$ cat src/pdes_regs.svh
// Constants for the port D / port E pin sharing block.
// Assumes inclusion by pdes_pin_sharing.sv and the verification side only.
`ifndef PDES_REGS_SVH
`define PDES_REGS_SVH

// Pin counts
`define PDES_PORT_D_PINS        6
`define PDES_PORT_E_PINS        2
// Port E bit positions
`define PDES_E_TX_BIT           0
`define PDES_E_RX_BIT           1
// Reset values of the function selects: 0 = general-purpose I/O, 1 = peripheral
`define PDES_D_SEL_RESET        6'h00
`define PDES_E_SEL_RESET        2'h1
// Reset values of the pull-up enables and GPIO control
`define PDES_D_PULLUP_RESET     6'h3F
`define PDES_E_PULLUP_RESET     2'h3
`define PDES_D_GPIO_RESET       6'h00
`define PDES_E_GPIO_RESET       2'h0
// Reset value of the bus drive bit
`define PDES_BUS_DRIVE_RESET    1'h0

`endif
$ cat src/pdes_pkg.sv
// Types for the port D / port E pin sharing block.
// Assumes no other package; nothing is imported.
package pdes_pkg;

  // Owner of a shared pad
  typedef enum logic {
    PDES_OWNER_GPIO       = 1'b0,
    PDES_OWNER_PERIPHERAL = 1'b1
  } pdes_owner_e;

  typedef logic [5:0] pdes_port_d_t;
  typedef logic [1:0] pdes_port_e_t;

endpackage

$ cat src/pdes_pad_cell.sv
// One shared pad: owner select, driver mux, pull-up gate, input synchroniser.
// Assumes clk/reset_n of the system; all outputs are registered.
`timescale 1ns/1ps

module pdes_pad_cell (
  input  wire logic clk,
  input  wire logic reset_n,
  input  wire logic sel_peripheral,
  input  wire logic gpio_out,
  input  wire logic gpio_oe,
  input  wire logic periph_out,
  input  wire logic periph_oe,
  input  wire logic pullup_enable,
  input  wire logic pad_in,
  output logic      pad_out,
  output logic      pad_oe,
  output logic      pad_pullup,
  output logic      pin_value
);

  logic pad_meta;
  logic next_out;
  logic next_oe;

  // Driver follows the selected owner
  always_comb begin
    if (sel_peripheral) begin
      next_out = periph_out;
      next_oe  = periph_oe;
    end else begin
      next_out = gpio_out;
      next_oe  = gpio_oe;
    end
  end

  // Registered pad drive
  always_ff @(posedge clk or negedge reset_n) begin
    if (!reset_n) begin
      pad_out <= 1'b0;
      pad_oe  <= 1'b0;   // Undriven until configured
    end else begin
      pad_out <= next_out;
      pad_oe  <= next_oe;
    end
  end

  // Pull-up gate; up during reset like the pad itself
  always_ff @(posedge clk or negedge reset_n) begin
    if (!reset_n) begin
      pad_pullup <= 1'b1;
    end else begin
      pad_pullup <= pullup_enable;
    end
  end

  // Two-flop synchroniser for the pad level
  always_ff @(posedge clk or negedge reset_n) begin
    if (!reset_n) begin
      pad_meta  <= 1'b1;
      pin_value <= 1'b1;
    end else begin
      pad_meta  <= pad_in;
      pin_value <= pad_meta;
    end
  end

endmodule // pdes_pad_cell

$ cat src/pdes_pin_sharing.sv
// Pin sharing for port D pins 0..5 (chip selects 2..7) and port E pins 0..1
// (serial channel 0 transmit and receive).
// Assumes control bits come from registers on clk; pad inputs are asynchronous.
//
// Behaviour
// - Each port D pin is separately an input or output in GPIO use.
// - In memory use, port D pins 0..5 carry chip selects 2 through 7.
// - Chip selects float while the bus is idle unless the bus drive bit is set.
// - After reset the port D pins come up as GPIO.
// - Clearing port D pull-up enable bit n disables pin n pull-up.
// - Port E pin 0 is serial channel 0 transmit when not GPIO.
// - After reset port E pin 0 defaults to serial transmit.
// - Clearing port E pull-up enable bit 0 disables pin 0 pull-up.
// - Port E pin 1 is serial receive, else a GPIO input or output.
// - Clearing port E pull-up enable bit 1 disables pin 1 pull-up.
`timescale 1ns/1ps
`include "pdes_regs.svh"

module pdes_pin_sharing (
  input  wire logic                  clk,
  input  wire logic                  reset_n,
  // Function selects, one bit per pin: 1 = peripheral
  input  wire pdes_pkg::pdes_port_d_t port_d_select,
  input  wire pdes_pkg::pdes_port_e_t port_e_select,
  // GPIO direction and data
  input  wire pdes_pkg::pdes_port_d_t port_d_direction,
  input  wire pdes_pkg::pdes_port_d_t port_d_data_out,
  input  wire pdes_pkg::pdes_port_e_t port_e_direction,
  input  wire pdes_pkg::pdes_port_e_t port_e_data_out,
  // Pull-up enables
  input  wire pdes_pkg::pdes_port_d_t port_d_pullup_enable,
  input  wire pdes_pkg::pdes_port_e_t port_e_pullup_enable,
  // External memory side
  input  wire logic [5:0]            chip_select_n,
  input  wire logic                  bus_active,
  input  wire logic                  bus_drive_bit,
  // Serial channel 0 side
  input  wire logic                  serial0_transmit,
  output logic                       serial0_receive,
  // Pads
  input  wire pdes_pkg::pdes_port_d_t port_d_pad_in,
  output pdes_pkg::pdes_port_d_t      port_d_pad_out,
  output pdes_pkg::pdes_port_d_t      port_d_pad_oe,
  output pdes_pkg::pdes_port_d_t      port_d_pad_pullup,
  input  wire pdes_pkg::pdes_port_e_t port_e_pad_in,
  output pdes_pkg::pdes_port_e_t      port_e_pad_out,
  output pdes_pkg::pdes_port_e_t      port_e_pad_oe,
  output pdes_pkg::pdes_port_e_t      port_e_pad_pullup,
  // Synchronised pin levels back to the GPIO data registers
  output pdes_pkg::pdes_port_d_t      port_d_pin_value,
  output pdes_pkg::pdes_port_e_t      port_e_pin_value
);

  pdes_pkg::pdes_port_d_t d_sel;
  pdes_pkg::pdes_port_e_t e_sel;
  pdes_pkg::pdes_port_d_t d_dir;
  pdes_pkg::pdes_port_d_t d_data;
  pdes_pkg::pdes_port_e_t e_dir;
  pdes_pkg::pdes_port_e_t e_data;
  pdes_pkg::pdes_port_d_t d_pullup;
  pdes_pkg::pdes_port_e_t e_pullup;
  logic                   cs_drive;
  pdes_pkg::pdes_port_e_t e_pin_value;
  logic                   rx_value;

  // Chip select drive: always while the bus runs, and when idle only with drive set
  function automatic logic cs_enable(input logic active, input logic drive);
    cs_enable = active | drive;
  endfunction

  // Owner decode shared by both ports
  function automatic logic is_peripheral(input logic sel);
    is_peripheral = (pdes_pkg::pdes_owner_e'(sel) == pdes_pkg::PDES_OWNER_PERIPHERAL);
  endfunction

  // Port D function select; GPIO out of reset
  always_ff @(posedge clk or negedge reset_n) begin
    if (!reset_n) begin
      d_sel <= `PDES_D_SEL_RESET;
    end else begin
      d_sel <= port_d_select;
    end
  end

  // Port E function select; transmit pin starts on the serial channel
  always_ff @(posedge clk or negedge reset_n) begin
    if (!reset_n) begin
      e_sel <= `PDES_E_SEL_RESET;
    end else begin
      e_sel <= port_e_select;
    end
  end

  // GPIO direction and data, registered so pads change on one edge
  always_ff @(posedge clk or negedge reset_n) begin
    if (!reset_n) begin
      d_dir  <= `PDES_D_GPIO_RESET;
      d_data <= `PDES_D_GPIO_RESET;
      e_dir  <= `PDES_E_GPIO_RESET;
      e_data <= `PDES_E_GPIO_RESET;
    end else begin
      d_dir  <= port_d_direction;
      d_data <= port_d_data_out;
      e_dir  <= port_e_direction;
      e_data <= port_e_data_out;
    end
  end

  // Pull-up enables, all on out of reset
  always_ff @(posedge clk or negedge reset_n) begin
    if (!reset_n) begin
      d_pullup <= `PDES_D_PULLUP_RESET;
      e_pullup <= `PDES_E_PULLUP_RESET;
    end else begin
      d_pullup <= port_d_pullup_enable;
      e_pullup <= port_e_pullup_enable;
    end
  end

  // Chip select enable; drive bit is software's to set, reset leaves it floating
  always_ff @(posedge clk or negedge reset_n) begin
    if (!reset_n) begin
      cs_drive <= `PDES_BUS_DRIVE_RESET;
    end else begin
      cs_drive <= cs_enable(bus_active, bus_drive_bit);
    end
  end

  // Port D pads: chip selects 2..7 on pins 0..5
  genvar i;
  generate
    for (i = 0; i < `PDES_PORT_D_PINS; i++) begin : g_port_d
      pdes_pad_cell u_cell (
        .clk            (clk),
        .reset_n        (reset_n),
        .sel_peripheral (is_peripheral(d_sel[i])),
        .gpio_out       (d_data[i]),
        .gpio_oe        (d_dir[i]),
        .periph_out     (chip_select_n[i]),
        .periph_oe      (cs_drive),
        .pullup_enable  (d_pullup[i]),
        .pad_in         (port_d_pad_in[i]),
        .pad_out        (port_d_pad_out[i]),
        .pad_oe         (port_d_pad_oe[i]),
        .pad_pullup     (port_d_pad_pullup[i]),
        .pin_value      (port_d_pin_value[i])
      );
    end
  endgenerate

  // Port E pin 0: serial transmit, always driven when owned by the channel
  pdes_pad_cell u_e_tx (
    .clk            (clk),
    .reset_n        (reset_n),
    .sel_peripheral (is_peripheral(e_sel[`PDES_E_TX_BIT])),
    .gpio_out       (e_data[`PDES_E_TX_BIT]),
    .gpio_oe        (e_dir[`PDES_E_TX_BIT]),
    .periph_out     (serial0_transmit),
    .periph_oe      (1'b1),
    .pullup_enable  (e_pullup[`PDES_E_TX_BIT]),
    .pad_in         (port_e_pad_in[`PDES_E_TX_BIT]),
    .pad_out        (port_e_pad_out[`PDES_E_TX_BIT]),
    .pad_oe         (port_e_pad_oe[`PDES_E_TX_BIT]),
    .pad_pullup     (port_e_pad_pullup[`PDES_E_TX_BIT]),
    .pin_value      (e_pin_value[`PDES_E_TX_BIT])
  );

  // Port E pin 1: serial receive is an input, so the channel never drives it
  pdes_pad_cell u_e_rx (
    .clk            (clk),
    .reset_n        (reset_n),
    .sel_peripheral (is_peripheral(e_sel[`PDES_E_RX_BIT])),
    .gpio_out       (e_data[`PDES_E_RX_BIT]),
    .gpio_oe        (e_dir[`PDES_E_RX_BIT]),
    .periph_out     (1'b0),
    .periph_oe      (1'b0),
    .pullup_enable  (e_pullup[`PDES_E_RX_BIT]),
    .pad_in         (port_e_pad_in[`PDES_E_RX_BIT]),
    .pad_out        (port_e_pad_out[`PDES_E_RX_BIT]),
    .pad_oe         (port_e_pad_oe[`PDES_E_RX_BIT]),
    .pad_pullup     (port_e_pad_pullup[`PDES_E_RX_BIT]),
    .pin_value      (e_pin_value[`PDES_E_RX_BIT])
  );

  // Receive line idles high when GPIO owns the pin, so the channel sees no start bit
  always_comb begin
    rx_value = e_pin_value[`PDES_E_RX_BIT];
    if (!is_peripheral(e_sel[`PDES_E_RX_BIT])) begin
      rx_value = 1'b1;
    end
  end

  // Registered receive output and port E pin levels
  always_ff @(posedge clk or negedge reset_n) begin
    if (!reset_n) begin
      serial0_receive  <= 1'b1;
      port_e_pin_value <= 2'h3;
    end else begin
      serial0_receive  <= rx_value;
      port_e_pin_value <= e_pin_value;
    end
  end

endmodule // pdes_pin_sharing

$ cat config.mk
export PLATFORM = sky130hd
export DESIGN_NAME = pdes_pin_sharing
export DESIGN_NICKNAME = d
export VERILOG_FILES = /design/src/pdes_pkg.sv /design/src/pdes_pad_cell.sv /design/src/pdes_pin_sharing.sv
export VERILOG_INCLUDE_DIRS = /design/src
export SDC_FILE = /design/constraint.sdc
export NUM_CORES = 1
export LEC_CHECK = 0
export BUFFER_PORTS_ARGS = -buffer_cell sky130_fd_sc_hd__buf_2
export CORE_UTILIZATION = 50
export DETAILED_ROUTE_END_ITERATION = 10
export MAX_ROUTING_LAYER = met4
export PLACE_DENSITY_LB_ADDON = 0.2
export SYNTH_ARGS = -nofsm -noshare
export SYNTH_HDL_FRONTEND = slang
export SYNTH_HIERARCHICAL = 1
export SYNTH_SLANG_ARGS = --single-unit
$ cat constraint.sdc
create_clock -name clk -period 2.6 [get_ports clk]
set_input_delay 0.39 -clock clk [delete_from_list [all_inputs] [get_ports clk]]
set_output_delay 0.39 -clock clk [all_outputs]
set_load 0.02 [all_outputs]
==> results of run 1 <==
[cell usage after synthesis, drive strengths merged]
cell	count	area [µm²]
dfrtp	40	1000
conb	2	7.51
dfstp	36	946
mux2	16	180
or2	1	6.26
nand2b	1	6.26
[cells by family (layout without fill, tap and decap cells)]
| logic type | after synthesis | in the layout | synth area share (%) |
|---|---|---|---|
| other | 2 | 3 | 0.350 |
| buffers and inverters | 0 | 100 | 0 |
| flip-flops | 76 | 76 | 90.7 |
| multiplexers | 16 | 16 | 8.39 |
| AND/OR/NAND/NOR | 2 | 2 | 0.583 |
[sequential cells by signal, indices dropped and copies added (netlist names), 2 cells and up]
register	cells
d_sel	6
g_port_d.u_cell/pad_out	6
d_dir	6
e_pullup	2
d_data	6
g_port_d.u_cell/pin_value	6
e_sel	2
e_data	2
e_dir	2
d_pullup	6
g_port_d.u_cell/pad_meta	6
g_port_d.u_cell/pad_pullup	6
port_e_pin_value	2
g_port_d.u_cell/pad_oe	6
[power groups by stage]
stage	Clock, W	Sequential [W]	Combinational [W]
3_5_place_dp	0	0.00131	0.000163
3_3_place_gp	0	0.00131	0.000159
2_1_floorplan	0	0.00135	0.0000217
5_1_grt	0.00134	0.00130	0.000177
6_report	0.00126	0.00129	0.000161
4_1_cts	0.00129	0.00129	0.000165
[per-layer routing]
metal  routed length, µm  GRT usage [%]  vias to the layer above
li1                    -              -                      494
met2                1680           25.4                       53
met4                  36           9.31                        0
met1                1270           17.8                      532
met5                   0              -                        -
met3                 315           11.0                        4
[cell type report]
| class | instances | area (µm²) |
|---|---|---|
| clock buffer | 10 | 138 |
| clock inverter | 6 | 159 |
| fill | 251 | 1110 |
| multi-input combinational | 21 | 204 |
| sequential | 76 | 1950 |
| tap | 50 | 62.6 |
| timing repair buffer | 84 | 435 |
[how the worst min path moves through the flow]
stage	cells after the start	from	slack (ps)	endpoint
after CTS	1	reset_n	100	d_data[2]
after global routing	1	port_e_pullup_enable[0]	110	e_pullup[0]
after floorplan	0	reset_n	90	cs_drive
after detailed placement	0	g_port_d[1].u_cell/pad_meta	350	g_port_d[1].u_cell/pin_value
final	1	reset_n	100	u_e_rx/pad_oe
after global placement	0	u_e_tx/pin_value	350	port_e_pin_value[0]
[metrics by stage]
stage,util (%),hold WS (ps)
5_1_grt,72.6,112
4_1_cts,72.6,101
3_5_place_dp,65.3,347
6_report,72.6,100
3_3_place_gp,65.3,345
2_1_floorplan,-,94.4
==> impl_metrics.yaml, run 1 <==
outcome:
  status: "complete, no violations"
die:
  num_rows: 23
  dieWidth_um: 67.5
  start_util_pct: 52.9
  coreArea_mm2: 0.00406
  num_io_pins: 84
  dieArea_mm2: 0.00456
  die_h_um: 67.5
drt:
  vias: 1083
  drt_iter0_markers: 35
  route.detailed.drc: 0
  drt_pass1_iterations: 4
  routed_wl_um: 3300
  via_per_inst: 4.38
  avgRoutedWirePerCell_um: 13.4
  ant_nets: 0
timing:
  worstMarginPinSlew_ps: 708
  setup_tns_ps: 0
  hold_viol_final: 0
  fin_ws_ps: 1200
  finalCritPeriodShare_pct: 53.9
  rsz0062_at_grt: "false"
  finClkSkew_ps: 4.58
  setup_viol: 0
  maxSlewViolCount: 0
  finalCriticalPeriod_ps: 1400
  fmax_mhz: 714
  relSlewSlack_pct: 52.8
final_layout:
  area_growth_syn_to_layout_pct: 37.2
  layout.cells.non_filler: 247
  design_area_mm2: 0.00295
  mostFrequentLayoutCells: "83 x buf_2, 40 x dfrtp_1, 36 x dfstp_2"
  final_common_cell: "buf_2"
  diodes: 0
  final_layout_size_suffix_gt1_share_pct: 77.2
  num-nets-final: 243
placed_design:
  port_buffers: 83
  dpl-instance-area_mm2: 0.00265
  hpwl_um: 2290
  gp_congestion: 0.656
  placed_cells: 231
  dp_slack_ps: 1380
setup_path:
  startpoint: "g_port_d[4].u_cell/pin_value"
  end_kind: "output pin"
  crit_end: "port_d_pin_value[4]"
  cp-start-kind: "flip-flop"
  path_cells: "buf_2"
  cp_top_family: "flip-flops"
  arrival_ps: 1010
  required_ps: 2210
  cp_max_fo: 1
  slowest_stage: "dfstp_2"
  reg2regPathDepth: 1
  critPathKind: "flip-flop to output pin"
  rr_endpoint: "u_e_tx/pad_out"
  reg2reg_from: "e_sel[0]"
  max_stage_delay_ps: 520
  r2r_setup_slack_ps: 1620
  worst-path-stages: 1
  crit_buf_inv: 1
synthesis:
  yosysWarnings: 6
  synthCells: 96
  syn_area_mm2: 0.00215
  ys_types: 6
  yosysSeqAreaShare_pct: 90.7
  avgSynthCellArea_um2: 22.4
  ys_seq_elements: 76
power_and_ir_drop:
  ir_drop_mv: 0.522
  switching_share_pct: 18.8
  power_density_mw_per_mm2: 920
  power_w: 0.00271
  intPower_w: 0.00220
  pwr-share-clk_pct: 46.4
  seqPwrFrac_pct: 47.7
  leakage_nw: 1.39
  switching_power_w: 0.000510
  p_comb_share_pct: 6.0
clocking:
  post_cts_resize_count: 0
  cts_max_path_buffers: 2
  tritoncts: "yes"
  post_cts_buffers: 0
  ctsHoldBuffers: 0
  worst_skew_pair.late_latency_ps: 330
  clockRootBuffer: "clkbuf_8"
  cts_sinks: 76
  htree_levels: 3
  clkTransAtPathRegs_ps: 70
  cts-buffers-inserted: 9
min_path:
  min_path_type: "input pin to asynchronous set/reset pin"
global_routing:
  grt_usage_pct: 17.4
  globalRoute.totalOverflow: 0
  grt_pass1_wl_um: 4970
  grt_max_degree: 45
  grt_pass1_vias: 1112
  antenna_found_initial: 0
flow_run:
  maxCapViolations: 0
(Power assumes the default switching activity.)
==> run 2, diff against run 1 <==
--- a/config.mk
+++ b/config.mk
@@ -6,8 +6,9 @@
 export SDC_FILE = /design/constraint.sdc
 export NUM_CORES = 1
 export LEC_CHECK = 0
+export ABC_AREA = 1
 export BUFFER_PORTS_ARGS = -buffer_cell sky130_fd_sc_hd__buf_2
-export CORE_UTILIZATION = 50
+export CORE_UTILIZATION = 42
 export DETAILED_ROUTE_END_ITERATION = 10
 export MAX_ROUTING_LAYER = met4
 export PLACE_DENSITY_LB_ADDON = 0.2
==> constraint.sdc (replaced) <==
create_clock -name clk -period 1.18 [get_ports clk]
set_input_delay 0.177 -clock clk [delete_from_list [all_inputs] [get_ports clk]]
set_output_delay 0.177 -clock clk [all_outputs]
set_load 0.02 [all_outputs]
==> impl_metrics.yaml, run 2 <==
outcome:
  status: "complete, no violations"
synthesis:
  syn_area_mm2: 0.00218
  synth.area.top_cells: "dfrtp_1 46%, dfstp_2 43%, nand2_1 8.6%, inv_1 1.9%, conb_1 0.34%"
  ys_types: 5
  synth_edf_count: 0
  ys_seq_elements: 76
  yosysMostFrequentCell: "nand2_1"
  synth_common_cells: "50 x nand2_1, 40 x dfrtp_1, 36 x dfstp_2"
  netlist.area_leader.share_pct: 45.8
  synth-async-reset-ratio_pct: 100
  avgSynthCellArea_um2: 15.7
  synth_top_area_cell: "dfrtp_1"
  synthCells: 139
  yosysWarnings: 6
  synth_flop_cell: "dfrtp_1"
  yosysSeqAreaShare_pct: 89.2
die:
  dieArea_mm2: 0.00549
  coreArea_mm2: 0.00485
  num_io_pins: 84
  start_util_pct: 45.0
  die_h_um: 74.1
  dieWidth_um: 74.1
  num_rows: 25
setup_path:
  path_cells: "buf_6"
  cp_top_family: "flip-flops"
  required_ps: 1000
  end_kind: "output pin"
  cp-start-kind: "flip-flop"
  max_stage_delay_ps: 540
  crit_buf_inv: 1
  cp_max_fo: 1
  r2r_setup_slack_ps: 390
  critPathKind: "flip-flop to output pin"
  slowest_stage: "dfstp_2"
  arrival_ps: 980
power_and_ir_drop:
  leakage_nw: 1.69
  power_density_mw_per_mm2: 1490
  ir_drop_mv: 0.861
final_layout:
  diodes: 0
  area_growth_syn_to_layout_pct: 55.4
  num-nets-final: 327
  design_area_mm2: 0.00339
  final_common_cell: "buf_2"
  multi_input_area_um2: 199
  mostFrequentLayoutCells: "65 x buf_2, 50 x nand2_1, 41 x dlygate4sd3_1"
  regArea_mm2: 0.00195
  final_layout_size_suffix_gt1_share_pct: 46.6
  layout.cells.non_filler: 348
  fill_cells: 342
clocking:
  htree_levels: 3
  cts_sinks: 76
  clkTransAtPathRegs_ps: 70
  tritoncts: "yes"
  cts_max_path_buffers: 2
  worst_skew_pair.late_latency_ps: 330
  clockRootBuffer: "clkbuf_8"
  cts-buffers-inserted: 9
global_routing:
  grt_pass1_vias: 1407
  grt_max_degree: 77
  globalRoute.totalOverflow: 0
  antenna_found_initial: 0
  grt_usage_pct: 16.5
  grt_pass1_wl_um: 6010
placed_design:
  port_buffers: 83
  hpwl_um: 2280
  gp_congestion: 0.705
  dpl-instance-area_mm2: 0.00271
  placed_cells: 291
timing:
  rsz0062_at_grt: "true"
  maxSlewViolCount: 0
  hold_viol_final: 0
  finalCritPeriodShare_pct: 97.9
  fmax_mhz: 866
  finalCriticalPeriod_ps: 1150
  setup_viol: 0
  finClkSkew_ps: 7.39
drt:
  drt_iter0_markers: 72
  route.detailed.drc: 0
  vias: 1402
  drt_pass1_iterations: 4
  ant_nets: 0
  via_per_inst: 4.03
  routed_wl_um: 3960
  avgRoutedWirePerCell_um: 11.4
min_path:
  min_path_type: "input pin to flip-flop"
flow_run:
  maxCapViolations: 0
[run 2: cell types whose count changed after synthesis, sizes merged]
cell,delta
nand2b,-1
or2,-1
inv,+11
nand2,+50
mux2,-16
[run 2: what timing repair did]
action,in CTS,in global routing
buffers inserted,0,0
endpoints found under the hold margin,80,0
pin swaps,0,0
setup endpoints to repair,16,17
resized for setup,16,17
hold buffers,41,0
[run 2: cell families after synthesis]
group                  synth area share (%)
buffers and inverters                  1.89
and+or+nand+nor                        8.60
other                                 0.344
DFF                                    89.2
[run 2: report_power, final]
part           internal, W  switching, W  total, W
Sequential         0.00280     0.0000536   0.00285
Clock             0.000885      0.000810   0.00170
Combinational     0.000260      0.000245  0.000505
[run 2: final timing paths]
path | start | to | depth (start not counted)
hold / removal | bus_drive_bit | cs_drive | 3
hold reg to reg | d_pullup[2] | g_port_d[2].u_cell/pad_pullup | 0
min in group asynchronous | reset_n | g_port_d[4].u_cell/pad_out | 3
setup / recovery | g_port_d[4].u_cell/pad_pullup | port_d_pad_pullup[4] | 1
max in group asynchronous | reset_n | u_e_tx/pad_pullup | 3
setup reg to reg | e_sel[0] | u_e_tx/pad_out | 3
[run 2: stage by stage]
stage	hold slack, ps	TNS, ps	power [W]	utilization [%]	setup WS (ps)
after floorplan	-119	0	0.00303	-	428
after global placement	219	0	0.00325	55.9	344
after detailed placement	220	0	0.00326	55.9	344
after CTS	26.2	0	0.00508	68.7	1.45
final	36.8	0	0.00505	70.0	25.1
after global routing	55.7	-67.5	0.00530	70.0	-27.1
[run 2: cell type report]
class	count	share of cell area [%]
Multi-Input combinational cell	53	5.87
Clock buffer	16	5.02
Tap cell	67	2.47
Inverter	11	1.22
Sequential cell	76	57.4
Timing Repair Buffer	125	28.0
[run 2: metal layers]
| metal | vias to the layer above | wire length (µm) | GRT usage, % |
|---|---|---|---|
| met5 | - | 0 | - |
| met1 | 655 | 1550 | 17.3 |
| met4 | 0 | 102 | 10.3 |
| met2 | 56 | 2020 | 27.0 |
| met3 | 11 | 278 | 5.15 |
| li1 | 680 | - | - |
[run 2: worst register-to-register path, stage by stage, from the launching register on]
cell and delay (ps):
dfstp_2 540, inv_1 50, nand2_1 50, nand2_1 40
==> run 3, diff against run 2 <==
--- a/config.mk
+++ b/config.mk
@@ -8,6 +8,7 @@
 export LEC_CHECK = 0
 export ABC_AREA = 1
 export BUFFER_PORTS_ARGS = -buffer_cell sky130_fd_sc_hd__buf_2
+export CORE_MARGIN = 10
 export CORE_UTILIZATION = 42
 export DETAILED_ROUTE_END_ITERATION = 10
 export MAX_ROUTING_LAYER = met4
==> impl_metrics.yaml, run 3 (synthesized netlist as in run 2, its figures left out) <==
die:
  num_rows: 26
  dieWidth_um: 92.1
  start_util_pct: 43.0
  dieArea_mm2: 0.00848
  coreArea_mm2: 0.00507
  die_h_um: 92.1
  num_io_pins: 84
final_layout:
  num-nets-final: 327
  final_layout_size_suffix_gt1_share_pct: 47.5
  mostFrequentLayoutCells: "65 x buf_2, 50 x nand2_1, 41 x dlygate4sd3_1"
  area_growth_syn_to_layout_pct: 54.7
  final_common_cell: "buf_2"
  diodes: 0
  fill_cells: 389
drt:
  routed_wl_um: 4740
  drt_iter0_markers: 40
  avgRoutedWirePerCell_um: 13.6
  wl_met2_um: 2450
  routed.top_layer: "met4"
  dr_wl_met3_um: 441
  ant_nets: 0
  via_per_inst: 4.01
  route.detailed.drc: 0
  met1_length_um: 1820
  drt_pass1_iterations: 4
  vias: 1403
timing:
  finalCritPeriodShare_pct: 97.2
  rsz0062_at_grt: "true"
  setup_viol: 0
  hold_viol_final: 0
  fmax_mhz: 872
  fin_ws_ps: 33.0
  finalCriticalPeriod_ps: 1150
  finClkSkew_ps: 6.51
  maxSlewViolCount: 0
placed_design:
  gp_congestion: 0.699
  dp_slack_ps: 339
  port_buffers: 83
  hpwl_um: 3060
global_routing:
  antenna_found_initial: 0
  grt_usage_pct: 11.7
  grt_max_degree: 77
  globalRoute.totalOverflow: 0
  grt_pass1_wl_um: 7450
  grt_pass1_vias: 1584
setup_path:
  crit_end: "port_e_pin_value[0]"
  r2r_setup_slack_ps: 380
  cp_max_fo: 1
  cp_top_family: "flip-flops"
  required_ps: 1000
  critPathKind: "flip-flop to output pin"
  end_kind: "output pin"
  worst-path-stages: 1
  reg2reg_from: "e_sel[0]"
  crit_buf_inv: 1
  cp-start-kind: "flip-flop"
  reg2regPathDepth: 3
  slowest_stage: "dfstp_2"
  rr_endpoint: "u_e_tx/pad_oe"
  arrival_ps: 970
  startpoint: "port_e_pin_value[0]"
  path_cells: "buf_6"
  max_stage_delay_ps: 540
clocking:
  clkTransAtPathRegs_ps: 70
  htree_levels: 3
  cts_max_path_buffers: 2
  clockRootBuffer: "clkbuf_8"
  tritoncts: "yes"
  cts-buffers-inserted: 9
  post_cts_buffers: 0
  worst_skew_pair.late_latency_ps: 320
  cts_sinks: 76
min_path:
  min_path_type: "input pin to flip-flop"
power_and_ir_drop:
  power_w: 0.00498
  power_density_mw_per_mm2: 1470
  ir_drop_mv: 0.972
  leakage_nw: 1.69
flow_run:
  maxCapViolations: 0
outcome:
  status: "complete, no violations"
[run 3: cell count changes in the layout (fill, tap and decap cells not counted), sizes merged]
cell / change
clkbuf: -4
clkinv: +3
[run 3: layout make-up]
type	count	area [µm²]	area share, %
clock buffer	12	145	4.30
clock inverter	3	15.0	0.444
inverter	11	41.3	1.22
multi-input combinational	53	199	5.89
sequential	76	1950	57.6
tap	70	87.6	2.59
timing repair buffer	125	943	27.9
[run 3: report_power, final]
part,internal (W),switching [W]
combinational,0.000258,0.000253
sequential,0.00280,0.0000543
clock,0.000800,0.000814
total,0.00386,0.00112
[run 3: how the worst min path moves through the flow]
stage | end | start | slack (ps) | cells past startpoint
after global placement | g_port_d[4].u_cell/pad_oe | reset_n | 220 | 2
after global routing | cs_drive | bus_active | 40 | 3
final | cs_drive | bus_active | 50 | 3
after floorplan | cs_drive | reset_n | -120 | 0
after CTS | cs_drive | bus_drive_bit | 4 | 3
after detailed placement | u_e_rx/pad_out | reset_n | 220 | 2
[run 3: worst min-delay path, cell delays in order]
cell	delay, ps
buf_2	80
inv_1	30
nand2_1	60
[run 3: what timing repair did]
| action | in CTS | in global routing |
|---|---|---|
| hold buffers | 41 | 0 |
| hold endpoints to repair | 80 | 0 |
| setup endpoints to repair | 17 | 14 |
| gates resized for setup | 18 | 13 |
| pin swaps | 0 | 0 |
[run 3: layer usage]
metal  track usage (%)  up-vias
met3              5.79        4
met4              5.78        0
met1              11.8      664
li1                  -      678
met2              18.6       57
met5                 -        -
[run 3: through the flow]
| step | hold slack (ps) | utilization, % | area, µm² | TNS (ps) | cells |
|---|---|---|---|---|---|
| 2_1_floorplan | -119 | - | 2190 | 0 | 140 |
| 3_3_place_gp | 223 | 53.5 | 2710 | 0 | 294 |
| 3_5_place_dp | 221 | 53.5 | 2710 | 0 | 294 |
| 4_1_cts | 4.23 | 65.6 | 3330 | 0 | 350 |
| 5_1_grt | 41.4 | 66.6 | 3380 | -29.4 | 350 |
| 6_report | 49.9 | 66.6 | 3380 | 0 | 350 |
